<file path="src/splf_consts.vh">
// Constants for the secure payload limit framer: register map, field
// positions, reset values, payload figures and frame codes.
// Assumes it is included by bare name from the framer module only.
`ifndef SPLF_CONSTS_VH
`define SPLF_CONSTS_VH

// Register byte offsets
`define SPLF_ADDR_CTRL      8'h00
`define SPLF_ADDR_STATUS    8'h04
`define SPLF_ADDR_MASK      8'h08
`define SPLF_ADDR_LIMIT     8'h0C
`define SPLF_ADDR_KEY0      8'h10
`define SPLF_ADDR_KEY1      8'h14
`define SPLF_ADDR_KEY2      8'h18
`define SPLF_ADDR_KEY3      8'h1C

// Control register fields
`define SPLF_CTRL_CIPHER    0
`define SPLF_CTRL_COMPAT    1
`define SPLF_CTRL_MM_LO     2
`define SPLF_CTRL_MM_HI     3
`define SPLF_CTRL_API       4
`define SPLF_CTRL_LSRC      5
`define SPLF_CTRL_LDST      6
`define SPLF_CTRL_RR_LO     8
`define SPLF_CTRL_RR_HI     10
`define SPLF_CTRL_WIDTH     11
`define SPLF_CTRL_RST       11'h010

// Status and mask bits
`define SPLF_EV_REJECT      0
`define SPLF_EV_RXDROP      1
`define SPLF_EV_RXOK        2
`define SPLF_EV_CUT         3
`define SPLF_EV_WIDTH       4

// Payload figures in bytes
`define SPLF_LIM_BASE       8'h74
`define SPLF_LIM_COMPAT     8'h64
`define SPLF_LIM_COMPAT_ENC 8'h5F
`define SPLF_COST_HDR       8'h02
`define SPLF_COST_HDR_ENC   8'h04
`define SPLF_COST_ADDR      8'h06
`define SPLF_COST_ENC       8'h05

// Frame codes and levels
`define SPLF_FT_TX_STATUS   8'h89
`define SPLF_ST_TOO_LARGE   8'h4A
`define SPLF_FT_RX_LONG     8'h80
`define SPLF_FT_RX_SHORT    8'h81
`define SPLF_SEC_NONE       3'h0
`define SPLF_SEC_ENC        3'h4

// Transmit queue depth in packets
`define SPLF_QUEUE_DEPTH    3'h4

`endif

</file>
<file path="src/splf_framer.v">
// Payload limit framer: configuration registers, limit computation,
// transmit admission and queue control, receive frame typing, stream cuts.
// Assumes request, radio and stream inputs come from logic on clk_i.
`timescale 1ns/1ns
`default_nettype none
`include "splf_consts.vh"

module splf_framer (
  input  wire         clk_i,           // System clock, 125 MHz
  input  wire         rst_i,           // Synchronous reset, active high
  // Wishbone classic slave
  input  wire         wb_cyc_i,        // Bus cycle
  input  wire         wb_stb_i,        // Strobe
  input  wire         wb_we_i,         // Write enable
  input  wire [7:0]   wb_adr_i,        // Byte address
  input  wire [3:0]   wb_sel_i,        // Byte selects
  input  wire [31:0]  wb_dat_i,        // Write data
  output reg  [31:0]  wb_dat_o,        // Read data
  output reg          wb_ack_o,        // Acknowledge
  // API transmit request from host side
  input  wire         tx_req_i,        // Request pulse
  input  wire [7:0]   tx_len_i,        // Payload length in bytes
  input  wire         tx_long_dst_i,   // Destination is long address
  output reg          tx_accept_o,     // Request accepted, pulse
  output reg          tx_reject_o,     // Status frame issued, pulse
  output reg  [7:0]   tx_stat_type_o,  // Status frame type
  output reg  [7:0]   tx_stat_code_o,  // Status code
  output reg          tx_busy_o,       // New requests must wait
  // Radio transmit completion
  input  wire         tx_done_i,       // One packet finished, pulse
  output reg          queue_en_o,      // Parallel queue active
  // Radio receive
  input  wire         rx_valid_i,      // Packet received, pulse
  input  wire         rx_cipher_i,     // Sender cipher flag
  input  wire         rx_hdr_i,        // App header present
  input  wire         rx_long_src_i,   // Over-air source is long
  input  wire         rx_hdr_short_i,  // Header holds short sender
  output reg          rx_out_o,        // Deliver to host, pulse
  output reg  [7:0]   rx_frame_type_o, // API frame type
  // Transparent stream
  input  wire         ser_byte_i,      // One serial byte, pulse
  input  wire         ser_idle_i,      // Stream gap, flush packet
  output reg          pkt_cut_o,       // Close packet, pulse
  // Configuration out
  output reg  [2:0]   sec_level_o,     // Security level
  output reg  [127:0] cipher_key_o,    // Key for the cipher core
  output reg  [7:0]   payload_limit_o, // Current limit, stream dest
  output reg          irq_o            // Level interrupt
);

  reg  [`SPLF_CTRL_WIDTH-1:0] ctrl_r;   // Control register
  reg  [`SPLF_EV_WIDTH-1:0]   status_r; // Sticky events
  reg  [`SPLF_EV_WIDTH-1:0]   mask_r;   // Interrupt mask
  reg  [31:0]                 key_r [0:3]; // Key words
  reg  [2:0]                  inflight_r;  // Packets in flight
  reg  [7:0]                  ser_cnt_r;   // Bytes in open packet

  wire       cipher_enable        = ctrl_r[`SPLF_CTRL_CIPHER];
  wire       legacy_compat_option = ctrl_r[`SPLF_CTRL_COMPAT];
  wire [1:0] mac_mode_setting     = ctrl_r[`SPLF_CTRL_MM_HI:`SPLF_CTRL_MM_LO];
  wire       api_mode             = ctrl_r[`SPLF_CTRL_API];
  wire       own_long_src         = ctrl_r[`SPLF_CTRL_LSRC];
  wire       dst_long_cfg         = ctrl_r[`SPLF_CTRL_LDST];

  // App header only in modes 0 and 3
  wire hdr_on = (mac_mode_setting == 2'h0) || (mac_mode_setting == 2'h3);

  // Limit arithmetic overview:
  // The limit starts at the base figure and loses bytes for each feature
  // that grows the over-air header. The reductions are independent of one
  // another, so they are applied one after the other in a fixed order.
  // Encryption touches three of them: the larger app header, the forced
  // long source address and its own fixed overhead. The compatibility bit
  // overrides the whole chain, so it is applied last and simply replaces
  // whatever the chain produced. The smallest possible result is well
  // above zero, so the subtractions never wrap in eight bits.
  //
  // Payload limit for a given destination form
  function [7:0] limit_f;
    input enc;
    input compat;
    input hdr;
    input lsrc;
    input ldst;
    reg [7:0] lim;
    begin
      lim = `SPLF_LIM_BASE;
      if (hdr) begin
        lim = lim - (enc ? `SPLF_COST_HDR_ENC : `SPLF_COST_HDR);
      end
      if (lsrc || enc) begin
        lim = lim - `SPLF_COST_ADDR;
      end
      if (ldst) begin
        lim = lim - `SPLF_COST_ADDR;
      end
      if (enc) begin
        lim = lim - `SPLF_COST_ENC;
      end
      if (compat) begin
        lim = enc ? `SPLF_LIM_COMPAT_ENC : `SPLF_LIM_COMPAT;
      end
      limit_f = lim;
    end
  endfunction

  // Two copies of the limit are kept:
  // - req_limit follows the destination form of the request on the port,
  //   so each API request is judged against its own addressing.
  // - cfg_limit follows the stored destination bit and feeds the stream
  //   cutter, the limit register and the limit output.
  // Both are purely combinational, so a configuration write affects the
  // very next request without any settling delay. The price is a longer
  // path from the control register into the admission compare.
  //
  // Limits from live configuration, no pipeline stage
  wire [7:0] req_limit = limit_f(cipher_enable, legacy_compat_option, hdr_on,
                                 own_long_src, tx_long_dst_i);
  wire [7:0] cfg_limit = limit_f(cipher_enable, legacy_compat_option, hdr_on,
                                 own_long_src, dst_long_cfg);

  // Queue control:
  // The in-flight count rises on each accepted request and falls on each
  // completion from the radio. Under compatibility mode the cap is one,
  // so the next packet waits until the radio reports the previous one.
  // Requests that arrive while the queue is full get no answer unless too_big rejects them;
  // the host has to watch the busy output before it sends.
  //
  // One in flight under compat, else queue depth
  wire [2:0] cap = legacy_compat_option ? 3'h1 : `SPLF_QUEUE_DEPTH;
  wire       full = (inflight_r >= cap);

  // Request admission outcome
  wire too_big = tx_req_i && api_mode && (tx_len_i > req_limit);
  wire accept  = tx_req_i && !too_big && !full;

  // Receive path:
  // A packet whose cipher flag differs from the local setting is never
  // handed to the host; it only raises the drop event. The frame type
  // depends on how the sender's address is known:
  // - plain packets use the over-air source form directly,
  // - encrypted packets with the app header use the short sender address
  //   that travels inside the header,
  // - encrypted packets without the header always count as long.
  //
  // Receive decisions
  wire rx_match = (rx_cipher_i == cipher_enable);
  wire rx_deliver = rx_valid_i && rx_match;
  wire rx_drop    = rx_valid_i && !rx_match;

  // Source form seen by the API output
  reg  src_short;
  always @* begin
    if (rx_cipher_i && !rx_hdr_i) begin
      src_short = 1'b0;
    end else if (rx_cipher_i) begin
      src_short = rx_hdr_short_i;
    end else begin
      src_short = !rx_long_src_i;
    end
  end

  // Stream cutting:
  // In transparent mode the serial bytes are counted into an open packet.
  // The packet is closed on the byte that brings the count to the limit,
  // or when the stream goes idle with bytes pending. The counter clears
  // in the same cycle as the cut, so the next byte starts a new packet.
  // A limit change in the middle of a packet takes effect at once; a
  // count already past the new limit closes on the very next byte.
  //
  // Transparent stream cut when packet full or stream idle
  wire ser_full = ser_byte_i && !api_mode && (ser_cnt_r + 8'h01 >= cfg_limit);
  wire ser_flush = ser_idle_i && !api_mode && (ser_cnt_r != 8'h00);
  wire cut = ser_full || ser_flush;

  // Events of this cycle
  wire [`SPLF_EV_WIDTH-1:0] ev = {cut, rx_deliver, rx_drop, too_big};

  // Bus handling:
  // A request is taken on the first edge with cycle and strobe high while
  // the acknowledge is still low. The acknowledge follows one cycle later
  // and lasts one cycle, which keeps a held request from being taken twice.
  // Control and key words honour all four byte selects; status and mask
  // are narrow and only look at the lowest lane.
  //
  // Bus decode
  wire bus_req = wb_cyc_i && wb_stb_i && !wb_ack_o;
  wire bus_wr  = bus_req && wb_we_i;

  // Write data merged by byte selects
  function [31:0] merge_f;
    input [31:0] old;
    input [31:0] wd;
    input [3:0]  sel;
    integer      i;
    begin
      merge_f = old;
      for (i = 0; i < 4; i = i + 1) begin
        if (sel[i]) begin
          merge_f[i*8 +: 8] = wd[i*8 +: 8];
        end
      end
    end
  endfunction

  wire [31:0] ctrl_wide = {{(32-`SPLF_CTRL_WIDTH){1'b0}}, ctrl_r};
  wire [31:0] ctrl_wr   = merge_f(ctrl_wide, wb_dat_i, wb_sel_i);

  // Control register and mask
  always @(posedge clk_i) begin
    if (rst_i) begin
      ctrl_r <= `SPLF_CTRL_RST;
      mask_r <= {`SPLF_EV_WIDTH{1'b0}};
    end else if (bus_wr) begin
      if (wb_adr_i == `SPLF_ADDR_CTRL) begin
        ctrl_r <= ctrl_wr[`SPLF_CTRL_WIDTH-1:0];
      end else if (wb_adr_i == `SPLF_ADDR_MASK) begin
        if (wb_sel_i[0]) begin
          mask_r <= wb_dat_i[`SPLF_EV_WIDTH-1:0];
        end
      end
    end
  end

  // Key storage:
  // The key is written as four words and is never readable over the bus,
  // so software cannot recover it once loaded. The cipher core sees the
  // full key one cycle after the last word lands. A key written in
  // pieces is briefly a mix of old and new words; software should load it
  // while no traffic is running.
  //
  // Key words, one per register
  genvar g;
  generate
    for (g = 0; g < 4; g = g + 1) begin : g_key
      always @(posedge clk_i) begin
        if (rst_i) begin
          key_r[g] <= 32'h00000000;
        end else if (bus_wr && (wb_adr_i == (`SPLF_ADDR_KEY0 + g*4))) begin
          key_r[g] <= merge_f(key_r[g], wb_dat_i, wb_sel_i);
        end
      end
    end
  endgenerate

  // Event handling:
  // Each event sets its status bit and the bit stays set until software
  // writes a one to it. If an event and a clear meet in one cycle, the
  // event is kept, so no occurrence is lost. The interrupt is the OR of
  // all status bits that the mask lets through, registered once.
  //
  // Sticky status; a new event wins over a write-one clear
  always @(posedge clk_i) begin
    if (rst_i) begin
      status_r <= {`SPLF_EV_WIDTH{1'b0}};
    end else if (bus_wr && (wb_adr_i == `SPLF_ADDR_STATUS) && wb_sel_i[0]) begin
      status_r <= (status_r & ~wb_dat_i[`SPLF_EV_WIDTH-1:0]) | ev;
    end else begin
      status_r <= status_r | ev;
    end
  end

  // Bus answer one cycle after request; unmapped reads zero
  always @(posedge clk_i) begin
    if (rst_i) begin
      wb_ack_o <= 1'b0;
      wb_dat_o <= 32'h00000000;
    end else begin
      wb_ack_o <= bus_req;
      if (bus_req && !wb_we_i) begin
        if (wb_adr_i == `SPLF_ADDR_CTRL) begin
          wb_dat_o <= ctrl_wide;
        end else if (wb_adr_i == `SPLF_ADDR_STATUS) begin
          wb_dat_o <= {28'h0000000, status_r};
        end else if (wb_adr_i == `SPLF_ADDR_MASK) begin
          wb_dat_o <= {28'h0000000, mask_r};
        end else if (wb_adr_i == `SPLF_ADDR_LIMIT) begin
          // Limit, in-flight count and queue state
          wb_dat_o <= {20'h00000, queue_en_o, inflight_r, cfg_limit};
        end else begin
          wb_dat_o <= 32'h00000000; // Key words read as zero
        end
      end else begin
        wb_dat_o <= 32'h00000000;
      end
    end
  end

  // Counting hazards:
  // An accept and a completion in the same cycle leave the count as it
  // was. A completion with nothing in flight is ignored, so a stray pulse
  // from the radio cannot wrap the count below zero.
  //
  // In-flight packet count
  always @(posedge clk_i) begin
    if (rst_i) begin
      inflight_r <= 3'h0;
    end else if (accept && !(tx_done_i && inflight_r != 3'h0)) begin
      inflight_r <= inflight_r + 3'h1;
    end else if (!accept && tx_done_i && inflight_r != 3'h0) begin
      inflight_r <= inflight_r - 3'h1;
    end
  end

  // Transparent byte counter
  always @(posedge clk_i) begin
    if (rst_i) begin
      ser_cnt_r <= 8'h00;
    end else if (cut) begin
      ser_cnt_r <= 8'h00;
    end else if (ser_byte_i && !api_mode) begin
      ser_cnt_r <= ser_cnt_r + 8'h01;
    end
  end

  // Output stage:
  // Every output comes straight from a flip-flop, so all answers appear
  // one cycle after the edge that took the request. Pulses last exactly
  // one cycle. The status frame fields and the receive frame type hold
  // their last value until the next event that updates them, so the host
  // may read them at leisure.
  //
  // Registered outputs
  always @(posedge clk_i) begin
    if (rst_i) begin
      tx_accept_o     <= 1'b0;
      tx_reject_o     <= 1'b0;
      tx_stat_type_o  <= 8'h00;
      tx_stat_code_o  <= 8'h00;
      tx_busy_o       <= 1'b0;
      queue_en_o      <= 1'b0;
      rx_out_o        <= 1'b0;
      rx_frame_type_o <= 8'h00;
      pkt_cut_o       <= 1'b0;
      sec_level_o     <= `SPLF_SEC_NONE;
      cipher_key_o    <= 128'h0;
      payload_limit_o <= 8'h00;
      irq_o           <= 1'b0;
    end else begin
      tx_accept_o <= accept;
      tx_reject_o <= too_big;
      if (too_big) begin
        tx_stat_type_o <= `SPLF_FT_TX_STATUS;
        tx_stat_code_o <= `SPLF_ST_TOO_LARGE;
      end
      tx_busy_o  <= full;
      queue_en_o <= !legacy_compat_option;
      rx_out_o   <= rx_deliver;
      if (rx_deliver) begin
        rx_frame_type_o <= src_short ? `SPLF_FT_RX_SHORT : `SPLF_FT_RX_LONG;
      end
      pkt_cut_o   <= cut;
      sec_level_o <= cipher_enable ? `SPLF_SEC_ENC : `SPLF_SEC_NONE;
      cipher_key_o <= {key_r[3], key_r[2], key_r[1], key_r[0]};
      payload_limit_o <= cfg_limit;
      irq_o <= |(status_r & mask_r);
    end
  end

endmodule // splf_framer
`default_nettype wire

</file>
<file path="config.mk">
export PLATFORM = sky130hd
export DESIGN_NAME = splf_framer
export DESIGN_NICKNAME = d
export VERILOG_FILES = /design/src/splf_framer.v
export VERILOG_INCLUDE_DIRS = /design/src
export SDC_FILE = /design/constraint.sdc
export NUM_CORES = 1
export LEC_CHECK = 0
export BUFFER_PORTS_ARGS = -buffer_cell sky130_fd_sc_hd__buf_2
export CAP_MARGIN = 20
export CORE_MARGIN = 1.5
export CORE_UTILIZATION = 34
export CTS_CLUSTER_SIZE = 14
export DETAILED_ROUTE_END_ITERATION = 6
export MAX_ROUTING_LAYER = met4
export PLACE_DENSITY = 0.66
export SLEW_MARGIN = 25
export SYNTH_ARGS = -nofsm -noshare
export SYNTH_HDL_FRONTEND = slang
export SYNTH_SLANG_ARGS = --single-unit
</file>
<file path="constraint.sdc">
create_clock -name clk_i -period 5.3 [get_ports clk_i]
set_input_delay 0.265 -clock clk_i [delete_from_list [all_inputs] [get_ports clk_i]]
set_output_delay 0.265 -clock clk_i [all_outputs]
set_load 0.01 [all_outputs]
</file>
# ---- Word-level counts from Yosys, hierarchy flattened
# Memory sizes are Yosys's and may differ from the RTL's.
# Index checks and enable logic that the tools add are counted.
dict set report classes {
  n_addsub 8
  n_lt_le_gt_ge 3
  n_eq_ne 9
  muxes 88
  bitwise 12
  reduce_logical 52
}
# op count
set ops {}
lappend ops {{2-to-1 mux 8 bit} 56}
lappend ops {{2-to-1 mux 32 bit} 4}
lappend ops {{2-to-1 mux 11 bit} 4}
lappend ops {{equality test 8 x 5 -> 1 bit, second input constant} 4}
lappend ops {{subtractor 8 x 3 -> 8 bit, second input constant} 4}
lappend ops {{logical AND 1 bit} 25}
lappend ops {{2-to-1 mux 1 bit} 17}
lappend ops {{equality test 8 x 4 -> 1 bit, second input constant} 2}
lappend ops {{2-to-1 mux 3 bit} 5}
lappend ops {{logical NOT 1 bit} 11}
lappend ops {{adder 8 x 1 -> 8 bit, second input constant} 1}
lappend ops {{AND 4 bit} 2}
lappend ops {{equality test 8 x 3 -> 1 bit, second input constant} 1}
lappend ops {{greater-or-equal comparator 8 bit} 1}
lappend ops {{> comparator 8 bit} 1}
lappend ops {{logical NOT 8 bit} 1}
lappend ops {{bitwise OR 4 bit} 2}
lappend ops {{nonzero test 8 bit} 1}
lappend ops {{subtractor 7 x 3 -> 8 bit, first input constant} 1}
lappend ops {{2-to-1 mux 6 bit} 1}
lappend ops {{AND reduction 3 bit} 2}
lappend ops {{OR reduction 6 bit} 1}
lappend ops {{OR reduction 5 bit} 1}
lappend ops {{2-to-1 mux 4 bit} 1}
lappend ops {{other kinds (15)} 23}
dict set report totals {
  ff_bits 218
  ram_bits 128
  wordCells 195
  n_memories 1
}
# name depth word_bits rd rd_clocked_by_memory_dff wr line_no
set memory_table {}
lappend memory_table {key_r 4 32 4 0 4 splf_framer.v:54} ;# reg [31:0] key_r [0:3];

# ---- Logic depth before layout (Yosys ltp)
dict set report depth {
  ltp_word 20
  mapped_depth 19
}

# ---- Worst setup path after synthesis
# Ideal clock, no wire load.
dict set report synth_path {
  kind {register to register}
  from {reg ctrl_r[3]}
  to {reg inflight_r[2]}
  arrival_time_ns 3.687
  setup_slack_ns 1.493
  stages_incl_launch_ff 19
  synth_period_minus_slack_ns 3.807
  cell_sequence {dfxtp_1 -> xnor2_1 -> xnor2_1 -> nand2b_1 -> ha_1 -> nor2b_1 -> nor2_1 -> nor2_1 -> nor2_1 -> ha_1 -> nand4b_1 -> o311ai_0 -> a31oi_1 -> nand3b_1 -> nand2b_1 -> fa_1 -> and2_1 -> mux2i_1 -> mux2_2}
}
dict set report synth_via {
  elab_chain_cells 19
  word_cells_on_any_way 22
}
# item line_no
set synth_lines {}
lappend synth_lines {{start, declared} splf_framer.v:51} ;# reg [`SPLF_CTRL_WIDTH-1:0] ctrl_r;
lappend synth_lines {{start signal, assigned} splf_framer.v:212} ;# ctrl_r <= `SPLF_CTRL_RST;
lappend synth_lines {{start signal, assigned} splf_framer.v:216} ;# ctrl_r <= ctrl_wr[`SPLF_CTRL_WIDTH-1:0];
lappend synth_lines {{equality test 2 bit / logical NOT 2 bit (equally long branches)} splf_framer.v:66} ;# wire hdr_on = (mac_mode_setting == 2'h0) || (mac_mode_setting == 2'h3);
lappend synth_lines {{logical OR 1 bit (*)} splf_framer.v:66}
lappend synth_lines {{2-to-1 mux 8 bit (*)} splf_framer.v:88} ;# if (hdr) begin
lappend synth_lines {{subtractor 8 x 3 -> 8 bit (no line)} n/a}
lappend synth_lines {{2-to-1 mux 8 bit (*)} splf_framer.v:91} ;# if (lsrc || enc) begin
lappend synth_lines {{subtractor 8 x 3 -> 8 bit (no line)} n/a}
lappend synth_lines {{2-to-1 mux 8 bit (*)} splf_framer.v:94} ;# if (ldst) begin
lappend synth_lines {{subtractor 8 x 3 -> 8 bit (no line)} n/a}
lappend synth_lines {{2-to-1 mux 8 bit (*)} splf_framer.v:97} ;# if (enc) begin
lappend synth_lines {{2-to-1 mux 8 bit (*)} splf_framer.v:100} ;# if (compat) begin
lappend synth_lines {{> comparator 8 bit (*)} splf_framer.v:134} ;# wire too_big = tx_req_i && api_mode && (tx_len_i > req_limit);
lappend synth_lines {{logical AND 1 bit (*)} splf_framer.v:134}
lappend synth_lines {{logical NOT 1 bit (*)} splf_framer.v:135} ;# wire accept = tx_req_i && !too_big && !full;
lappend synth_lines {{logical AND 1 bit (*) (2 in series)} splf_framer.v:135}
lappend synth_lines {{logical NOT 1 bit} splf_framer.v:300} ;# end else if (!accept && tx_done_i && inflight_r != 3'h0) begin
lappend synth_lines {{logical AND 1 bit (2 in series)} splf_framer.v:300}
lappend synth_lines {{nonzero test 2 bit (no line)} n/a}
lappend synth_lines {{end signal, assigned} splf_framer.v:299} ;# inflight_r <= inflight_r + 3'h1;
lappend synth_lines {{end signal, assigned} splf_framer.v:301} ;# inflight_r <= inflight_r - 3'h1;
lappend synth_lines {{end, declared} splf_framer.v:55} ;# reg [2:0] inflight_r;
# Every way passes the cells marked *; elsewhere a longest branch is shown, timed or not.
# A chain may end at the register's enable or synchronous reset.

# ---- Final worst setup path
dict set report layout_path {
  from {reg ctrl_r[0]}
  to {reg inflight_r[2]}
}
dict set report layout_via {
  elab_chain_cells 19
  word_cells_on_any_way 23
}
# item line_no
set layout_lines {}
lappend layout_lines {{2-to-1 mux 3 bit (no line)} n/a}
lappend layout_lines {{subtractor 7 x 3 -> 8 bit} splf_framer.v:89} ;# lim = lim - (enc ? `SPLF_COST_HDR_ENC : `SPLF_COST_HDR);
lappend layout_lines {{2-to-1 mux 8 bit} splf_framer.v:88}
lappend layout_lines {{subtractor 8 x 3 -> 8 bit (no line)} n/a}
lappend layout_lines {{2-to-1 mux 8 bit} splf_framer.v:91}
lappend layout_lines {{subtractor 8 x 3 -> 8 bit (no line)} n/a}
lappend layout_lines {{2-to-1 mux 8 bit} splf_framer.v:94}
lappend layout_lines {{subtractor 8 x 3 -> 8 bit (no line)} n/a}
lappend layout_lines {{2-to-1 mux 8 bit} splf_framer.v:97}
lappend layout_lines {{2-to-1 mux 8 bit (*)} splf_framer.v:100}
lappend layout_lines {{> comparator 8 bit (*)} splf_framer.v:134}
lappend layout_lines {{logical AND 1 bit (*)} splf_framer.v:134}
lappend layout_lines {{logical NOT 1 bit (*)} splf_framer.v:135}
lappend layout_lines {{logical AND 1 bit (*) (2 in series)} splf_framer.v:135}
lappend layout_lines {{logical NOT 1 bit} splf_framer.v:300}
lappend layout_lines {{logical AND 1 bit (2 in series)} splf_framer.v:300}
lappend layout_lines {{nonzero test 2 bit (no line)} n/a}
# Marked as above.

==> flow_metrics.tcl <==
set metrics [dict create \
    status "finished, final reports clean" \
    dp.cells 1618 \
    pwr-share-comb_pct 5.4 \
    ys_ff_latch 316 \
    nets 1296 \
    detail_route.iter0.violations 367 \
    slowest_stage "dfxtp_1" \
    dr_wl_met2_mm 12.1 \
    dpl_cell_area_sq_um 13100 \
    slowest_delay_ns 0.75 \
    synthArstFlopShare_pct 0 \
    wl_met3_mm 1.46 \
    arrival_ns 4.82 \
    clockPowerShare_pct 45.9 \
    critical_path_class "flop to flop" \
    cts.sinks 316 \
    slew_viol_final 0 \
    placementRows 67 \
    path_max_fanout 20 \
    max_cap_viol_count 0 \
    synthFlopType "dfxtp_1" \
    rsz0062_at_grt "no" \
    ys_seq_area_share_pct 65.4 \
    die_area_sq_um 35300 \
    yosysUniqueCellTypes 48 \
    peakVddDrop_mv 0.212 \
    grt_pass1_wl_mm 39.9 \
    antenna_found_initial 4 \
    min_path_type "input pin to flop" \
    yosysMostFrequentCell "dfxtp_1" \
    cts_setup_buffers 0 \
    routedWlPerCell_um 15.3 \
    drc 0 \
    grt_max_degree 91 \
    via_count 7359 \
    gr-total-overflow 0 \
    cp_cell_sequence "inv_1, nand2b_1, ha_1, nor2b_1, a21oi_1, o21ai_0, nand2_1, o21ai_0, ha_1, nand2_1, o311ai_0, a31oi_1, nand3b_1, nand2b_1, fa_1, and2_1, mux2i_1, mux2_2" \
    path_clk_slew_ns 0.06 \
    wl_mm 25.8 \
    finalHoldViolations 0 \
    highest_layer "met4" \
    final_area_sq_um 14300 \
    min_period_ns 4.43 \
    critPathCaptureType "flop" \
    layout.cells.non_filler 1686 \
    core_sq_um 33600 \
    insertion_delay_ns 0.51 \
    post-place-ws_ns 0.931 \
    p_per_area_nw_per_um2 381 \
    slew_headroom_pct 33.0 \
    p_switching_mw 1.16 \
    power_leakage_nw 6.20 \
    synth_area_leaders "edfxtp_1, dfxtp_1, nor2b_1" \
    die_y_um 188 \
    utilization_pct 42.6 \
    areaGrowthSynthToFinish_pct 23.2 \
    drtAntennaViolNets 0 \
    critPathLaunchType "flop" \
    grt_pass1_vias 7209 \
    synth.avg_cell_area_sq_um 11.9 \
    netlist_area_sq_um 11600 \
    cts_tree "done" \
    gp_congestion 0.825 \
    finalWorstSetupSlack_ns 0.866 \
    p_total_mw 5.46 \
    dp_hpwl_mm 17.7 \
    via_per_inst 4.36 \
    htreeDepth 2 \
    initial_core_util_pct 34.6 \
    drive_gt1_share_pct 24.8 \
    cts_resized 0 \
    fin_tns_setup_ns 0 \
    fin_crit_sh_pct 83.7 \
    hold_ws_ns 0.0423 \
    max_freq_ghz 0.226 \
    p_int_mw 4.29 \
    clockBufferDepth 3 \
    synthCells 977 \
    synth_top_area_share_pct 33.0 \
    clockRootBuffer "clkbuf_16" \
    io_buffers 230 \
    synth_common_cells "dfxtp_1, nor2b_1, and2_1, edfxtp_1, nor2_1" \
    pin_count 270 \
    worst_pin_slew_ns 1.00 \
    yosys.area.top_type "edfxtp_1" \
    fp.dieW_um 188 \
    p_seq_share_pct 48.6 \
    sw_frac_of_total_pct 21.3 \
    skew_ns 0.0238 \
    hold_buffers 0 \
    grtUsageTotal_pct 14.9 \
    finalSetupViolCount 0 \
    dr.pass1.iters 5 \
    critPathRequiredTime_ns 5.68 \
    synth.yosys.warnings 0 \
    synth_edf_count 128 \
    cts_buffers 35 \
    met1_length_mm 11.6 \
]
==> path summary, 6_finish.rpt <==
| path | from | to | slack [ns] | cells after the start |
|---|---|---|---|---|
| max reg2reg | ctrl_r[0] | inflight_r[2] | 0.87 | 18 |
| max | ctrl_r[0] | inflight_r[2] | 0.87 | 18 |
| min reg2reg | key_r[1][7] | cipher_key_o[71] | 0.43 | 1 |
| min | rx_valid_i | rx_frame_type_o[7] | 0.04 | 3 |
==> flip-flops by register name, indices dropped and copies added (netlist names), 2 cells and up <==
name / count
cipher_key_o: 128
payload_limit_o: 7
mask_r: 4
ctrl_r: 11
status_r: 4
inflight_r: 3
wb_dat_o: 12
key_r: 128
ser_cnt_r: 8
rx_frame_type_o: 2
==> cells in the final DEF (no fill, tap or decap), types with 13 or more instances in the layout <==
cell	count
nor2b_1	136
a21oi_1	32
edfxtp_1	128
conb_1	41
nand2b_1	13
buf_2	229
dfxtp_1	188
mux2i_1	18
nor2_1	71
nand2_1	55
ha_1	20
clkbuf_16	37
and2_1	130
==> routing by layer <==
layer,global-route usage (%),vias to the layer above
li1,-,3625
met1,18.8,3436
met2,24.0,253
met3,3.16,45
met4,4.52,0
met5,-,-
==> critical path, delay by kind of cell (launching register included) <==
| kind | cells | cell delay (ns) |
|---|---|---|
| adder cells (fa/ha/maj) | 3 | 0.94 |
| flip-flops | 1 | 0.75 |
| AO/OA/AOI/OAI | 5 | 0.82 |
| buffers and inverters | 1 | 0.27 |
| AND/OR/NAND/NOR | 7 | 1.06 |
| multiplexers | 2 | 0.47 |
==> power groups by stage <==
stage	clock, mW	sequential [mW]	combinational [mW]
finish	2.51	2.65	0.297
global route	2.69	2.66	0.332
CTS	2.58	2.66	0.302
detailed placement	0	2.71	0.300
global placement	0	2.70	0.296
floorplan	0	2.72	0.171
==> layout make-up <==
| type | instances | area, sq um |
|---|---|---|
| well taps | 448 | 561 |
| flip-flops and latches | 316 | 7610 |
| inverters | 10 | 37.5 |
| clock inverters | 14 | 196 |
| multi-input cells | 607 | 3680 |
| repair buffers | 238 | 1220 |
| fillers | 3188 | 19300 |
| diodes | 4 | 10.0 |
| clock buffers | 49 | 1030 |
==> logic make-up (layout without fill, tap and decap cells) <==
group	Yosys count	in the layout	synth area share, %
AO/OA/AOI/OAI	68	68	3.53
multiplexers	21	21	1.84
other	1	45	0.0322
AND/OR/NAND/NOR	440	440	21.2
buffers and inverters	94	311	4.51
XOR/XNOR	16	16	1.20
flip-flops	316	316	65.4
adder cells (fa/ha/maj)	21	21	2.32
Note: power is estimated with default switching activity, not from simulation.
